--- config.mk ---
export PLATFORM = sky130hd
export DESIGN_NAME = sfid_top
export DESIGN_NICKNAME = d
export VERILOG_FILES = /design/src/hw/sfid_pkg.sv /design/src/hw/sfid_sync.sv /design/src/hw/sfid_shift.sv /design/src/hw/sfid_top.sv
export VERILOG_INCLUDE_DIRS = /design/src /design/src/hw
export SDC_FILE = /design/constraint.sdc
export NUM_CORES = 1
export LEC_CHECK = 0
export BUFFER_PORTS_ARGS = -buffer_cell sky130_fd_sc_hd__buf_2
export CAP_MARGIN = 20
export CORE_MARGIN = 3
export CORE_UTILIZATION = 57
export DETAILED_ROUTE_END_ITERATION = 10
export PLACE_DENSITY = 0.76
export REMOVE_ABC_BUFFERS = 1
export SYNTH_ARGS = -nofsm -noshare
export SYNTH_HDL_FRONTEND = slang
export SYNTH_SLANG_ARGS = --single-unit
--- constraint.sdc ---
create_clock -name clk -period 5.3 [get_ports clk]
set_input_delay 0.795 -clock clk [delete_from_list [all_inputs] [get_ports clk]]
set_output_delay 0.795 -clock clk [all_outputs]
set_load 0.01 [all_outputs]
--- src/hw/sfid_regs.svh ---
// opcode, count and timing constants of the identification/power/suspend command block
`ifndef SFID_REGS_SVH
`define SFID_REGS_SVH

// ----------------------------------------------------------------------------
// opcodes handled or screened by the block
// ----------------------------------------------------------------------------
`define SFID_OP_RELEASE   8'hAB
`define SFID_OP_MDID_1    8'h90
`define SFID_OP_MDID_2    8'h92
`define SFID_OP_MDID_4    8'h94
`define SFID_OP_JEDEC     8'h9F
`define SFID_OP_HPM       8'hA3
`define SFID_OP_DPD       8'hB9
`define SFID_OP_SUSPEND   8'h75
`define SFID_OP_RST_EN    8'h66
`define SFID_OP_RST       8'h99
`define SFID_OP_WRSR_1    8'h01
`define SFID_OP_WRSR_2    8'h31
`define SFID_OP_WRSR_3    8'h11
`define SFID_OP_SEC_ERASE 8'h44
`define SFID_OP_SEC_PROG  8'h42
`define SFID_OP_ERASE_4K  8'h20
`define SFID_OP_ERASE_32K 8'h52
`define SFID_OP_ERASE_64K 8'hD8
`define SFID_OP_ERASE_C1  8'hC7
`define SFID_OP_ERASE_C2  8'h60
`define SFID_OP_PROG_1    8'h02
`define SFID_OP_PROG_4    8'h32

// ----------------------------------------------------------------------------
// serial clock counts, counted in rising edges of the serial clock
// ----------------------------------------------------------------------------
`define SFID_OPC_CLK      6'd8
`define SFID_CLK_SAT      6'd63
`define SFID_REL_IN_CLK   6'd24
`define SFID_HPM_IN_CLK   6'd24
`define SFID_MD1_ADR_CLK  6'd24
`define SFID_MD2_ADR_CLK  6'd12
`define SFID_MD4_ADR_CLK  6'd6
`define SFID_MD4_DMY_CLK  6'd4
`define SFID_JEDEC_IN_CLK 6'd0

// ----------------------------------------------------------------------------
// timing
// ----------------------------------------------------------------------------
`define SFID_CLK_MHZ      200
`define SFID_REL_NS       3000
`define SFID_REL_ID_NS    3000

`endif

--- src/hw/sfid_pkg.sv ---
// types shared by the identification/power/suspend command block
package sfid_pkg;

    // ------------------------------------------------------------------------
    // frame sequencer states
    // ------------------------------------------------------------------------
    typedef enum logic [2:0] {
        SFID_ST_IDLE, // deselected
        SFID_ST_CMD,  // shifting opcode
        SFID_ST_IN,   // address and dummy clocks
        SFID_ST_OUT,  // driving identification data
        SFID_ST_SKIP  // frame ignored until deselect
    } sfid_state_e;

    // data lanes used by a read
    typedef enum logic [1:0] {
        SFID_LANE_1,
        SFID_LANE_2,
        SFID_LANE_4
    } sfid_lane_e;

    // status coming from the program/erase engine
    typedef struct packed {
        logic busy;       // self-timed cycle running
        logic is_program; // running cycle is a page program
        logic is_erase;   // running cycle is a sector/block erase
        logic resume;     // pulse: engine resumed, suspend ends
    } sfid_core_s;

    // status presented to the rest of the device
    typedef struct packed {
        logic write_in_progress_flag;
        logic [1:0] suspend_flags; // [1] program, [0] erase
        logic high_perf_mode;
        logic deep_power_down;
        logic cmd_ready;
    } sfid_stat_s;

    // opcode hand-off to the rest of the command decoder
    typedef struct packed {
        logic valid;       // pulse: opcode passed on
        logic blocked;     // pulse: opcode refused while suspended
        logic [7:0] opcode;
    } sfid_fwd_s;

    // request to the program/erase engine
    typedef struct packed {
        logic suspend_req; // pulse: accepted suspend
        logic dpd_enter;   // pulse: enter deep power-down
    } sfid_req_s;

endpackage : sfid_pkg

--- src/hw/sfid_sync.sv ---
// two-stage synchroniser for pin inputs
`timescale 1ns/1ps
module sfid_sync #(
    parameter int W = 1
) (
    input wire logic clk,
    input wire logic srst,
    input wire logic clk_en,
    input wire logic [W-1:0] d,
    output logic [W-1:0] q
);
    logic [W-1:0] meta_q; // first stage, read only by the second

    // two flops in series
    always_ff @(posedge clk) begin
        if (srst) begin
            meta_q <= '1;
            q <= '1;
        end else if (clk_en) begin
            meta_q <= d;
            q <= meta_q;
        end
    end
endmodule : sfid_sync

--- src/hw/sfid_shift.sv ---
// identification data shifter driving the io pins
`timescale 1ns/1ps
module sfid_shift
    import sfid_pkg::*;
(
    input wire logic clk,
    input wire logic srst,
    input wire logic clk_en,
    input wire logic load,
    input wire logic [23:0] pattern,
    input wire logic len16,
    input wire sfid_pkg::sfid_lane_e lanes,
    input wire logic shift,
    input wire logic stop,
    output logic [3:0] io_out_q,
    output logic [3:0] io_oe_q
);
    logic [23:0] data_q; // pattern being sent
    logic started_q; // first falling edge seen
    logic [23:0] data_d;

    // rotate within 16 or 24 bits by the lane width
    function automatic logic [23:0] rot(input logic [23:0] r, input logic l16, input sfid_lane_e w);
        logic [23:0] o;
        o = r;
        case (w)
            SFID_LANE_1: o = l16 ? {r[22:8], r[23], r[7:0]} : {r[22:0], r[23]};
            SFID_LANE_2: o = l16 ? {r[21:8], r[23:22], r[7:0]} : {r[21:0], r[23:22]};
            SFID_LANE_4: o = l16 ? {r[19:8], r[23:20], r[7:0]} : {r[19:0], r[23:20]};
            default: o = r;
        endcase
        return o;
    endfunction : rot

    // next word: first fall shows the msb, later falls advance
    always_comb begin
        data_d = started_q ? rot(data_q, len16, lanes) : data_q;
    end

    // data and pin drive, updated on falling serial clock
    always_ff @(posedge clk) begin
        if (srst) begin
            data_q <= 24'h00_0000;
            started_q <= 1'b0;
            io_out_q <= 4'h0;
            io_oe_q <= 4'h0;
        end else if (clk_en) begin
            if (stop) begin
                started_q <= 1'b0;
                io_oe_q <= 4'h0;
            end else if (load) begin
                data_q <= pattern;
                started_q <= 1'b0;
            end else if (shift) begin
                data_q <= data_d;
                started_q <= 1'b1;
                case (lanes)
                    SFID_LANE_2: begin
                        io_out_q <= {2'b00, data_d[23:22]};
                        io_oe_q <= 4'b0011;
                    end
                    SFID_LANE_4: begin
                        io_out_q <= data_d[23:20];
                        io_oe_q <= 4'b1111;
                    end
                    default: begin
                        io_out_q <= {2'b00, data_d[23], 1'b0};
                        io_oe_q <= 4'b0010;
                    end
                endcase
            end
        end
    end
endmodule : sfid_shift

--- src/hw/sfid_top.sv ---
// serial flash identification, power-mode and suspend command interpreter
`timescale 1ns/1ps
`include "sfid_regs.svh"
module sfid_top
    import sfid_pkg::*;
#(
    parameter int REL_NS = `SFID_REL_NS,
    parameter int REL_ID_NS = `SFID_REL_ID_NS,
    parameter logic [7:0] MAKER_ID = 8'h5A,  // arbitrary value
    parameter logic [7:0] DEVICE_ID = 8'h3C, // arbitrary value
    parameter logic [7:0] MEM_TYPE = 8'h41,  // arbitrary value
    parameter logic [7:0] CAPACITY = 8'h17   // arbitrary value
) (
    input wire logic clk,
    input wire logic srst,
    input wire logic clk_en,
    input wire logic spi_cs_n,
    input wire logic spi_sclk,
    input wire logic [3:0] spi_io_in,
    output logic [3:0] spi_io_out,
    output logic [3:0] spi_io_oe,
    input wire sfid_pkg::sfid_core_s core,
    output sfid_pkg::sfid_stat_s stat_q,
    output sfid_pkg::sfid_fwd_s fwd_q,
    output sfid_pkg::sfid_req_s req_q
);
    import sfid_pkg::*;

    // ------------------------------------------------------------------------
    // constants
    // ------------------------------------------------------------------------
    localparam int REL_CYC_I = (REL_NS * `SFID_CLK_MHZ + 999) / 1000;
    localparam int REL_ID_CYC_I = (REL_ID_NS * `SFID_CLK_MHZ + 999) / 1000;
    localparam logic [15:0] REL_CYC = 16'(REL_CYC_I < 1 ? 1 : REL_CYC_I);
    localparam logic [15:0] REL_ID_CYC = 16'(REL_ID_CYC_I < 1 ? 1 : REL_ID_CYC_I);

    // ------------------------------------------------------------------------
    // decode functions
    // ------------------------------------------------------------------------
    // clocks between opcode and data
    function automatic logic [5:0] in_clocks(input logic [7:0] op);
        case (op)
            `SFID_OP_RELEASE: in_clocks = `SFID_REL_IN_CLK;
            `SFID_OP_HPM: in_clocks = `SFID_HPM_IN_CLK;
            `SFID_OP_MDID_1: in_clocks = `SFID_MD1_ADR_CLK;
            `SFID_OP_MDID_2: in_clocks = `SFID_MD2_ADR_CLK;
            `SFID_OP_MDID_4: in_clocks = `SFID_MD4_ADR_CLK + `SFID_MD4_DMY_CLK;
            default: in_clocks = `SFID_JEDEC_IN_CLK;
        endcase
    endfunction : in_clocks

    // address clocks of the maker/device reads
    function automatic logic [5:0] adr_clocks(input logic [7:0] op);
        case (op)
            `SFID_OP_MDID_1: adr_clocks = `SFID_MD1_ADR_CLK;
            `SFID_OP_MDID_2: adr_clocks = `SFID_MD2_ADR_CLK;
            `SFID_OP_MDID_4: adr_clocks = `SFID_MD4_ADR_CLK;
            default: adr_clocks = 6'd0;
        endcase
    endfunction : adr_clocks

    // lane width of address and data
    function automatic sfid_lane_e lane_of(input logic [7:0] op);
        case (op)
            `SFID_OP_MDID_2: lane_of = SFID_LANE_2;
            `SFID_OP_MDID_4: lane_of = SFID_LANE_4;
            default: lane_of = SFID_LANE_1;
        endcase
    endfunction : lane_of

    // commands handled in this block
    function automatic logic is_local(input logic [7:0] op);
        is_local = (op == `SFID_OP_RELEASE) || (op == `SFID_OP_MDID_1) || (op == `SFID_OP_MDID_2)
            || (op == `SFID_OP_MDID_4) || (op == `SFID_OP_JEDEC) || (op == `SFID_OP_HPM)
            || (op == `SFID_OP_DPD) || (op == `SFID_OP_SUSPEND);
    endfunction : is_local

    // commands refused during suspend
    function automatic logic refused(input logic [7:0] op, input logic [1:0] sus);
        logic wr_sr;
        logic erase;
        wr_sr = (op == `SFID_OP_WRSR_1) || (op == `SFID_OP_WRSR_2) || (op == `SFID_OP_WRSR_3);
        erase = (op == `SFID_OP_ERASE_4K) || (op == `SFID_OP_ERASE_32K) || (op == `SFID_OP_ERASE_64K)
            || (op == `SFID_OP_ERASE_C1) || (op == `SFID_OP_ERASE_C2) || (op == `SFID_OP_SEC_ERASE);
        refused = (sus[1] && (wr_sr || erase || (op == `SFID_OP_SEC_PROG)
                || (op == `SFID_OP_PROG_1) || (op == `SFID_OP_PROG_4)))
            || (sus[0] && (wr_sr || erase));
    endfunction : refused

    // ------------------------------------------------------------------------
    // pin sampling
    // ------------------------------------------------------------------------
    logic [5:0] pin_s; // synchronised cs_n, sclk, io
    logic cs_s;
    logic sclk_s;
    logic [3:0] io_s;
    logic sclk_d_q; // previous serial clock level
    logic cs_d_q; // previous select level
    logic rise;
    logic fall;
    logic cs_up;

    sfid_sync #(.W(6)) u_sync (
        .clk(clk),
        .srst(srst),
        .clk_en(clk_en),
        .d({spi_cs_n, spi_sclk, spi_io_in}),
        .q(pin_s)
    );

    assign cs_s = pin_s[5];
    assign sclk_s = pin_s[4];
    assign io_s = pin_s[3:0];
    assign rise = sclk_s && !sclk_d_q && !cs_s;
    assign fall = !sclk_s && sclk_d_q && !cs_s;
    assign cs_up = cs_s && !cs_d_q;

    // edge detection history
    always_ff @(posedge clk) begin
        if (srst) begin
            sclk_d_q <= 1'b0;
            cs_d_q <= 1'b1;
        end else if (clk_en) begin
            sclk_d_q <= sclk_s;
            cs_d_q <= cs_s;
        end
    end

    // ------------------------------------------------------------------------
    // frame sequencer
    // ------------------------------------------------------------------------
    sfid_state_e st_q; // frame state
    logic [7:0] op_q; // opcode shift register
    logic [5:0] clk_cnt_q; // rising edges in this frame
    logic adr0_q; // address bit 0 of maker/device reads
    logic [7:0] op_d;
    logic [5:0] post_cnt; // rising edges after the opcode
    logic opc_done; // this edge completes the opcode
    logic accept; // completed opcode taken by this block
    logic in_done; // this edge completes address/dummies
    logic is_id;
    logic load;
    logic [23:0] pattern;

    assign op_d = {op_q[6:0], io_s[0]};
    assign post_cnt = clk_cnt_q - `SFID_OPC_CLK;
    assign opc_done = rise && (st_q == SFID_ST_CMD) && (clk_cnt_q == `SFID_OPC_CLK - 6'd1);
    assign is_id = (op_q == `SFID_OP_RELEASE) || (op_q == `SFID_OP_MDID_1) || (op_q == `SFID_OP_MDID_2)
        || (op_q == `SFID_OP_MDID_4);
    assign in_done = rise && (st_q == SFID_ST_IN) && is_id && (post_cnt == in_clocks(op_q) - 6'd1);

    // acceptance of the completed opcode
    always_comb begin
        accept = stat_q.cmd_ready && is_local(op_d);
        if (stat_q.deep_power_down && (op_d != `SFID_OP_RELEASE)) begin
            accept = 1'b0;
        end
        if (stat_q.write_in_progress_flag && (op_d == `SFID_OP_RELEASE)) begin
            accept = 1'b0;
        end
        if (stat_q.write_in_progress_flag && (op_d == `SFID_OP_JEDEC)) begin
            accept = 1'b0;
        end
    end

    // state, opcode and clock count; deselect drops any partial frame
    always_ff @(posedge clk) begin
        if (srst) begin
            st_q <= SFID_ST_IDLE;
            op_q <= 8'h00;
            clk_cnt_q <= 6'd0;
        end else if (clk_en) begin
            if (cs_s) begin
                st_q <= SFID_ST_IDLE;
                clk_cnt_q <= 6'd0;
            end else begin
                if (rise && (clk_cnt_q != `SFID_CLK_SAT)) begin
                    clk_cnt_q <= clk_cnt_q + 6'd1;
                end
                case (st_q)
                    SFID_ST_IDLE: st_q <= SFID_ST_CMD;
                    SFID_ST_CMD: begin
                        if (rise) begin
                            op_q <= op_d;
                        end
                        if (opc_done) begin
                            if (!accept) begin
                                st_q <= SFID_ST_SKIP;
                            end else if (op_d == `SFID_OP_JEDEC) begin
                                st_q <= SFID_ST_OUT;
                            end else if ((op_d == `SFID_OP_DPD) || (op_d == `SFID_OP_SUSPEND)) begin
                                st_q <= SFID_ST_CMD;
                            end else begin
                                st_q <= SFID_ST_IN;
                            end
                        end
                    end
                    SFID_ST_IN: begin
                        if (in_done) begin
                            st_q <= SFID_ST_OUT;
                        end
                    end
                    SFID_ST_OUT: st_q <= SFID_ST_OUT;
                    SFID_ST_SKIP: st_q <= SFID_ST_SKIP;
                    default: st_q <= SFID_ST_IDLE;
                endcase
            end
        end
    end

    // address bit 0 of the maker/device reads, on io0 of the last address clock
    always_ff @(posedge clk) begin
        if (srst) begin
            adr0_q <= 1'b0;
        end else if (clk_en) begin
            if (rise && (st_q == SFID_ST_IN) && (post_cnt < adr_clocks(op_q))) begin
                adr0_q <= io_s[0];
            end
        end
    end

    // ------------------------------------------------------------------------
    // identification output
    // ------------------------------------------------------------------------
    // pattern per command; maker/device pair rotates in 16 bits
    always_comb begin
        load = in_done || (opc_done && accept && (op_d == `SFID_OP_JEDEC));
        if (opc_done) begin
            pattern = {MAKER_ID, MEM_TYPE, CAPACITY};
        end else if (op_q == `SFID_OP_RELEASE) begin
            pattern = {DEVICE_ID, DEVICE_ID, DEVICE_ID};
        end else if ((in_done && (post_cnt < adr_clocks(op_q))) ? io_s[0] : adr0_q) begin
            pattern = {DEVICE_ID, MAKER_ID, 8'h00};
        end else begin
            pattern = {MAKER_ID, DEVICE_ID, 8'h00};
        end
    end

    sfid_shift u_shift (
        .clk(clk),
        .srst(srst),
        .clk_en(clk_en),
        .load(load),
        .pattern(pattern),
        .len16(op_q != `SFID_OP_RELEASE && op_q != `SFID_OP_JEDEC && !opc_done),
        .lanes(opc_done ? SFID_LANE_1 : lane_of(op_q)),
        .shift(fall && (st_q == SFID_ST_OUT)),
        .stop(cs_s),
        .io_out_q(spi_io_out),
        .io_oe_q(spi_io_oe)
    );

    // ------------------------------------------------------------------------
    // end-of-frame actions
    // ------------------------------------------------------------------------
    logic bare; // frame held exactly the opcode
    logic rel_bare;
    logic rel_id;
    logic hpm_go;
    logic dpd_go;
    logic sus_go;

    assign bare = cs_up && (st_q == SFID_ST_CMD || st_q == SFID_ST_IN) && (clk_cnt_q == `SFID_OPC_CLK);
    assign rel_bare = bare && (op_q == `SFID_OP_RELEASE);
    assign rel_id = cs_up && (st_q == SFID_ST_OUT) && (op_q == `SFID_OP_RELEASE);
    assign hpm_go = cs_up && (st_q == SFID_ST_IN) && (op_q == `SFID_OP_HPM)
        && (clk_cnt_q == `SFID_OPC_CLK + `SFID_HPM_IN_CLK);
    assign dpd_go = bare && (op_q == `SFID_OP_DPD) && !stat_q.write_in_progress_flag;
    assign sus_go = bare && (op_q == `SFID_OP_SUSPEND) && stat_q.write_in_progress_flag
        && (stat_q.suspend_flags == 2'b00) && (core.is_program || core.is_erase);

    // power modes
    always_ff @(posedge clk) begin
        if (srst) begin
            stat_q.high_perf_mode <= 1'b0;
            stat_q.deep_power_down <= 1'b0;
        end else if (clk_en) begin
            if (rel_bare || rel_id || dpd_go) begin
                stat_q.high_perf_mode <= 1'b0;
            end else if (hpm_go) begin
                stat_q.high_perf_mode <= 1'b1;
            end
            if (rel_bare || rel_id) begin
                stat_q.deep_power_down <= 1'b0;
            end else if (dpd_go) begin
                stat_q.deep_power_down <= 1'b1;
            end
        end
    end

    // release recovery; commands are refused until it ends
    logic [15:0] rec_q;
    always_ff @(posedge clk) begin
        if (srst) begin
            rec_q <= 16'h0000;
            stat_q.cmd_ready <= 1'b1;
        end else if (clk_en) begin
            if (rel_bare || (rel_id && stat_q.deep_power_down)) begin
                rec_q <= rel_bare ? REL_CYC : REL_ID_CYC;
                stat_q.cmd_ready <= 1'b0;
            end else if (rec_q > 16'h0001) begin
                rec_q <= rec_q - 16'h0001;
            end else begin
                rec_q <= 16'h0000;
                stat_q.cmd_ready <= 1'b1;
            end
        end
    end

    // write-in-progress and suspend flags; a set beats a resume
    always_ff @(posedge clk) begin
        if (srst) begin
            stat_q.write_in_progress_flag <= 1'b0;
            stat_q.suspend_flags <= 2'b00;
        end else if (clk_en) begin
            stat_q.write_in_progress_flag <= core.busy;
            if (sus_go) begin
                stat_q.suspend_flags <= {core.is_program, core.is_erase && !core.is_program};
            end else if (core.resume) begin
                stat_q.suspend_flags <= 2'b00;
            end
        end
    end

    // requests and opcode hand-off pulses
    always_ff @(posedge clk) begin
        if (srst) begin
            req_q <= '0;
            fwd_q <= '0;
        end else if (clk_en) begin
            req_q.suspend_req <= sus_go;
            req_q.dpd_enter <= dpd_go;
            fwd_q.valid <= 1'b0;
            fwd_q.blocked <= 1'b0;
            if (opc_done && !is_local(op_d) && stat_q.cmd_ready) begin
                fwd_q.opcode <= op_d;
                if (stat_q.deep_power_down) begin
                    fwd_q.valid <= (op_d == `SFID_OP_RST_EN) || (op_d == `SFID_OP_RST);
                end else if (refused(op_d, stat_q.suspend_flags)) begin
                    fwd_q.blocked <= 1'b1;
                end else begin
                    fwd_q.valid <= 1'b1;
                end
            end
        end
    end

endmodule : sfid_top

== Word-level counts from Yosys, hierarchy flattened ==
Cells that the tools add are included.

* Add/sub/neg operators: 4
* Multiply operators: 0
* Divide/modulo/power cells: 0
* $lt $le $gt $ge: 3
* Equality and inequality tests: 50
* Shift operators: 0
* Multiplexer cells: 54
* Bitwise operators: 2
* Reduce and logical (&&, ||, !) cells: 108

{| class="wikitable"
|+ Operators with widths
! operator !! number
|-
| $eq A8 B8 Y1 const B || 16
|-
| $mux W24 || 3
|-
| $pmux W24 S3 || 1
|-
| $mux W23 || 3
|-
| $eq A8 B7 Y1 const B || 7
|-
| $logic_and A1 B1 Y1 || 42
|-
| $mux W6 || 6
|-
| $mux W16 || 2
|-
| $logic_or A1 B1 Y1 || 30
|-
| $pmux W5 S3 || 2
|-
| $eq A8 B6 Y1 const B || 3
|-
| $ne A8 B8 Y1 const B || 3
|-
| $mux W10 || 2
|-
| $mux W1 || 17
|-
| $gt A16 B1 Y1 const B || 1
|-
| $pmux W4 S2 || 2
|-
| $reduce_and A2 Y1 || 8
|-
| $sub A16 B1 Y16 const B || 1
|-
| $pmux W3 S5 || 1
|-
| $reduce_bool A2 Y1 || 7
|-
| $lt A6 B6 Y1 || 2
|-
| $mux W12 || 1
|-
| $mux W3 || 4
|-
| $mux W4 || 3
|-
| other kinds (34) || 54
|}

* Flip-flop bits (word level): 99
* Bits in latches: 0
* Bits in writable memories: 0
* ROM bits: 0
* Input bits: 13
* Output and inout port bits: 26
* Word-level logic and storage cells: 246
* Memories: 0

== Depth between registers and ports, before layout ==
* Word-level depth: 17
* Depth in mapped cells: 16
* Gate-level depth less buffers: 14

== Cells and area by module ==
From an unflattened synthesis, not the netlist that was laid out.

* Cell total of the unflattened synthesis: 709
* Area, all modules: 5848.1 um2

{| class="wikitable"
|+ By module, submodules not included
! module !! times used !! cells each !! area an instance (um2) !! sequential area each (um2)
|-
| sfid_top || 1 || 445 || 3460.8 || 1081.0
|-
| sfid_shift || 1 || 225 || 1926.8 || 640.6
|-
| sfid_sync || 1 || 39 || 460.4 || 240.2
|}

== Worst setup path after synthesis ==
OpenSTA, ideal clock, no wires.

* Kind: flip-flop to flip-flop
* Start point: reg op_q[5]
* End point: reg u_shift.data_q[14]
* Setup time: 101 ps
* Arrival time: 3592 ps
* Required time: 5199 ps
* Slack: 1607 ps
* Cell stages (with the launch flop): 15
* Buffers on the path: 3
* Period minus slack after synthesis: 3693 ps
* Cell sequence: dfxtp_1 buf_6 or3b_1 or3_1 ha_1 nor4_4 or2b_1 ha_1 clkbuf_1 nor3_1 nor2_1 o31a_1 buf_6 or3b_1 o41ai_1

* Cells in the longest elaborated chain, start to end: 17
* Elaborated cells on any way between the ends: 62
* Classes of those cells: add/sub: 1; order compare: 1; eq/ne: 17; mux: 17; reduce/logical: 26

{| class="wikitable"
|+ RTL lines
! element !! line !! text
|-
| from (decl) || sfid_top.sv:133 || <nowiki>logic [7:0] op_q;</nowiki>
|-
| from (signal assigned) || sfid_top.sv:184 || <nowiki>op_q <= op_d;</nowiki>
|-
| parallel branches: the longest is 17 deep, another holds $sub A6 B1 Y6 || - ||
|-
| to (signal assigned) || sfid_shift.sv:52 || <nowiki>data_q <= pattern;</nowiki>
|-
| to (signal assigned) || sfid_shift.sv:55 || <nowiki>data_q <= data_d;</nowiki>
|-
| to (decl) || sfid_shift.sv:18 || <nowiki>logic [23:0] data_q;</nowiki>
|}

Several ways; the timed one is not identified. The select of a mux whose other input is x is not followed.
A chain may end at the register's enable or synchronous reset.

== Worst setup path after layout ==
* Start point: reg op_q[4]
* End point: reg u_shift.data_q[3]

* Cells in the longest elaborated chain, start to end: 17
* Elaborated cells on any way between the ends: 62
* Classes of those cells: add/sub: 1; eq/ne: 22; mux: 12; reduce/logical: 27

{| class="wikitable"
|+ RTL lines
! element
|-
| parallel branches: the longest is 17 deep, another holds $sub A6 B1 Y6
|}

Several ways; the timed one is not identified. The select of a mux whose other input is x is not followed.

==> flow_summary.ini <==
[clock_network]
cts_buffers = 9
h-tree-depth = 3
cts_root_buffer = clkbuf_8
postCtsSetupRepairBufs = 0
clk_pin_slew_ps = 90
cts.sinks = 92
clock_latency_ps = 380
cts_tree = yes
cts_hold_buf = 0
cts.path.max_buffers = 2
cts_resized = 0

[layout]
design_area_um2 = 5880
fillers = 860
synthToLayoutAreaGrowth_pct = 6.53
drive_gt1_share_pct = 12.4
diodes = 0
seq_area_um2 = 1840
multiInputGateArea_um2 = 3340
final_nets = 710

[yosys]
synth_warnings = 0
avgSynthCellArea_um2 = 8.15
synth_seq_cells = 92
ys.flop_type = dfxtp_1
synth_top_area_share_pct = 33.4
ys_seq_area_share_pct = 33.4
yosysTopAreaCell = dfxtp_1
ys_async_sr_fraction_pct = 0
postSynthCellCount = 677
syn_area_um2 = 5520
synth_area_leaders = dfxtp_1 (33%), nor2_1 (6.0%), ha_1 (4.1%), a21oi_1 (4.0%), mux2i_1 (4.0%)
synth_edf_count = 0
ys_types = 80

[die]
core_um2 = 9330
io_pins = 39
die_area_um2 = 10900
rows = 35
die_h_um = 104
die_x_um = 104
start_util_pct = 59.2

[timing]
worstMarginPinSlew_ps = 936
relSlewSlack_pct = 37.3
slew_violations = 0
setup_viol = 0
fmax_mhz = 227
period_share_pct = 83.2
holdWs_ps = 456
grt_setup_unrepaired = false
fin_setup_tns_ps = 0
fin_ws_ps = 892
hold_viol = 0
layout_min_cycle_time_ps = 4410
skew_ps = 12.3

[place]
hpwl_um = 9230
place.gp.congestion = 0.925
port_buffers = 35
place_ws_ps = 951
dpl-instance-area_um2 = 5680

[critical_path]
reg2reg_depth = 12
slowest_delay_ps = 680
regToRegStartpoint = op_q[4]
crit_fanout = 21
worstPathArrival_ps = 4710
cp_slowest_cell = dfxtp_1
rrSetupSlack_ps = 890
startpoint_type = register
cp_cell_sequence = or3b_1, or3_1, ha_1, nor4_4, or2b_1, inv_1, ha_1, or3_1, a211oi_1, o31a_2, a21boi_0, a21oi_1
critPathKind = reg2reg
end_kind = register
r2r_end = u_shift.data_q[3]
required_ps = 5610

[routing]
wl_um = 13400
drt_first_iter_violations = 386
vias_per_cell = 6.18
first_pass_iters = 7
post_drt_wl_per_cell_um = 16.5
drt_drc_violations_left = 0
ant_nets = 0
num_vias = 5021

[hold_path]
hold_path_end = u_shift.io_out_q[2]
min-delay-start = u_shift.io_out_q[2]
hold_path_depth = 2
hold_class = reg2reg

[global_routing]
grt_pass1_vias = 4619
overflow = 0
grt_pass1_wl_um = 22500
grt_use_total_pct = 24.8
antenna_found_initial = 0
grt_max_degree = 47

[run_status]
status = completed

[power_and_ir_drop]
power_density_nw_per_um2 = 281
vdd_drop_max_uv = 208
power_leakage_uw = 0.00228
p_total_uw = 1650

[job]
maxCapViolCount = 0
## placed cells by master, fill, tap and decap left out, types with 5 or more instances in the layout
master	instances
dfxtp_1	92
nand3_1	17
buf_4	11
ha_1	18
a21oi_1	44
o21ai_0	26
nor2_1	88
nor4_1	9
or3_1	6
mux2i_1	22
nor2b_1	16
xnor2_1	7
nand4_1	8
nand2_1	50
a222oi_1	21
xor2_1	12
o21bai_1	8
nor3b_1	5
a211oi_1	10
clkbuf_8	10
buf_2	35
inv_1	20
nor3_1	14
nand2b_1	19
a211o_1	6
## critical path, delay by kind of cell (launching register included)
family / cells / cell delay [ps]
adder cells (fa/ha/maj): 2 / 950
AND/OR/NAND/NOR: 5 / 1760
AO/OA/AOI/OAI: 4 / 840
flip-flops: 1 / 680
buffers and inverters: 1 / 90
## synthesized netlist by cell type, types with 8 or more instances
cell,instances
xor2_1,12
nor2_1,88
a222oi_1,21
nor2b_1,16
o21bai_1,8
a21oi_1,44
a211oi_1,10
nand4_1,8
dfxtp_1,92
nand3_1,17
nor3_1,14
inv_1,20
mux2i_1,22
nand2_1,50
ha_1,18
nor4_1,9
nand2b_1,19
clkbuf_1,37
o21ai_0,26
## logic make-up after synthesis
logic type      after synthesis  synth area share, %
compound gates              165                 21.2
xor+xnor                     19                 3.02
fa+ha+maj                    18                 4.08
buf+inv                      75                 6.03
flops                        92                 33.4
mux                          25                 4.60
simple gates                283                 27.7
## report_power, final
part / internal [uW] / switching [uW] / total (uW)
logic: 156 / 207 / 363
registers: 745 / 55.1 / 800
clock network: 233 / 255 / 488
total: 1130 / 517 / 1650
## worst max-delay path by stage
stage	slack (ps)	end	startpoint	cells after the start
after floorplan	1280	u_shift.data_q[13]	op_q[2]	13
after global placement	1040	u_shift.data_q[3]	op_q[4]	12
after detailed placement	950	u_shift.data_q[3]	op_q[4]	12
after CTS	940	u_shift.data_q[4]	op_q[4]	12
after global routing	620	u_shift.io_out_q[0]	op_q[4]	13
final	890	u_shift.data_q[3]	op_q[4]	12
## layout make-up
type	instances	share of cell area, %
timing repair buffer	46	4.38
inverter	20	1.28
clock buffer	11	2.41
sequential	92	31.3
clock inverter	5	0.979
multi-input combinational	510	56.9
tap	129	2.75
## registers in the layout, indices dropped and copies added, names as in the netlist, 2 cells and up
| name | count |
|---|---|
| u_sync.q | 3 |
| u_shift.data_q | 24 |
| u_sync.meta_q | 3 |
| fwd_q | 10 |
| rec_q | 16 |
| u_shift.io_out_q | 4 |
| op_q | 8 |
| req_q | 2 |
| stat_q | 6 |
| st_q | 3 |
| u_shift.io_oe_q | 3 |
| clk_cnt_q | 6 |
## metal layers
| metal | vias up | GRT usage [%] | routed length (um) |
|---|---|---|---|
| li1 | 2452 | - | - |
| met1 | 2351 | 33.3 | 6200 |
| met2 | 199 | 38.7 | 6070 |
| met3 | 19 | 5.77 | 919 |
| met4 | 0 | 9.40 | 233 |
| met5 | - | 0 | 0 |
## through the flow
step           cells  utilization (%)
4_1_cts          813             63.0
5_1_grt          813             63.0
3_5_place_dp     797             60.9
3_3_place_gp     797             60.9
2_1_floorplan    622                -
6_report         813             63.0
Note: power is estimated with default switching activity, not from simulation.
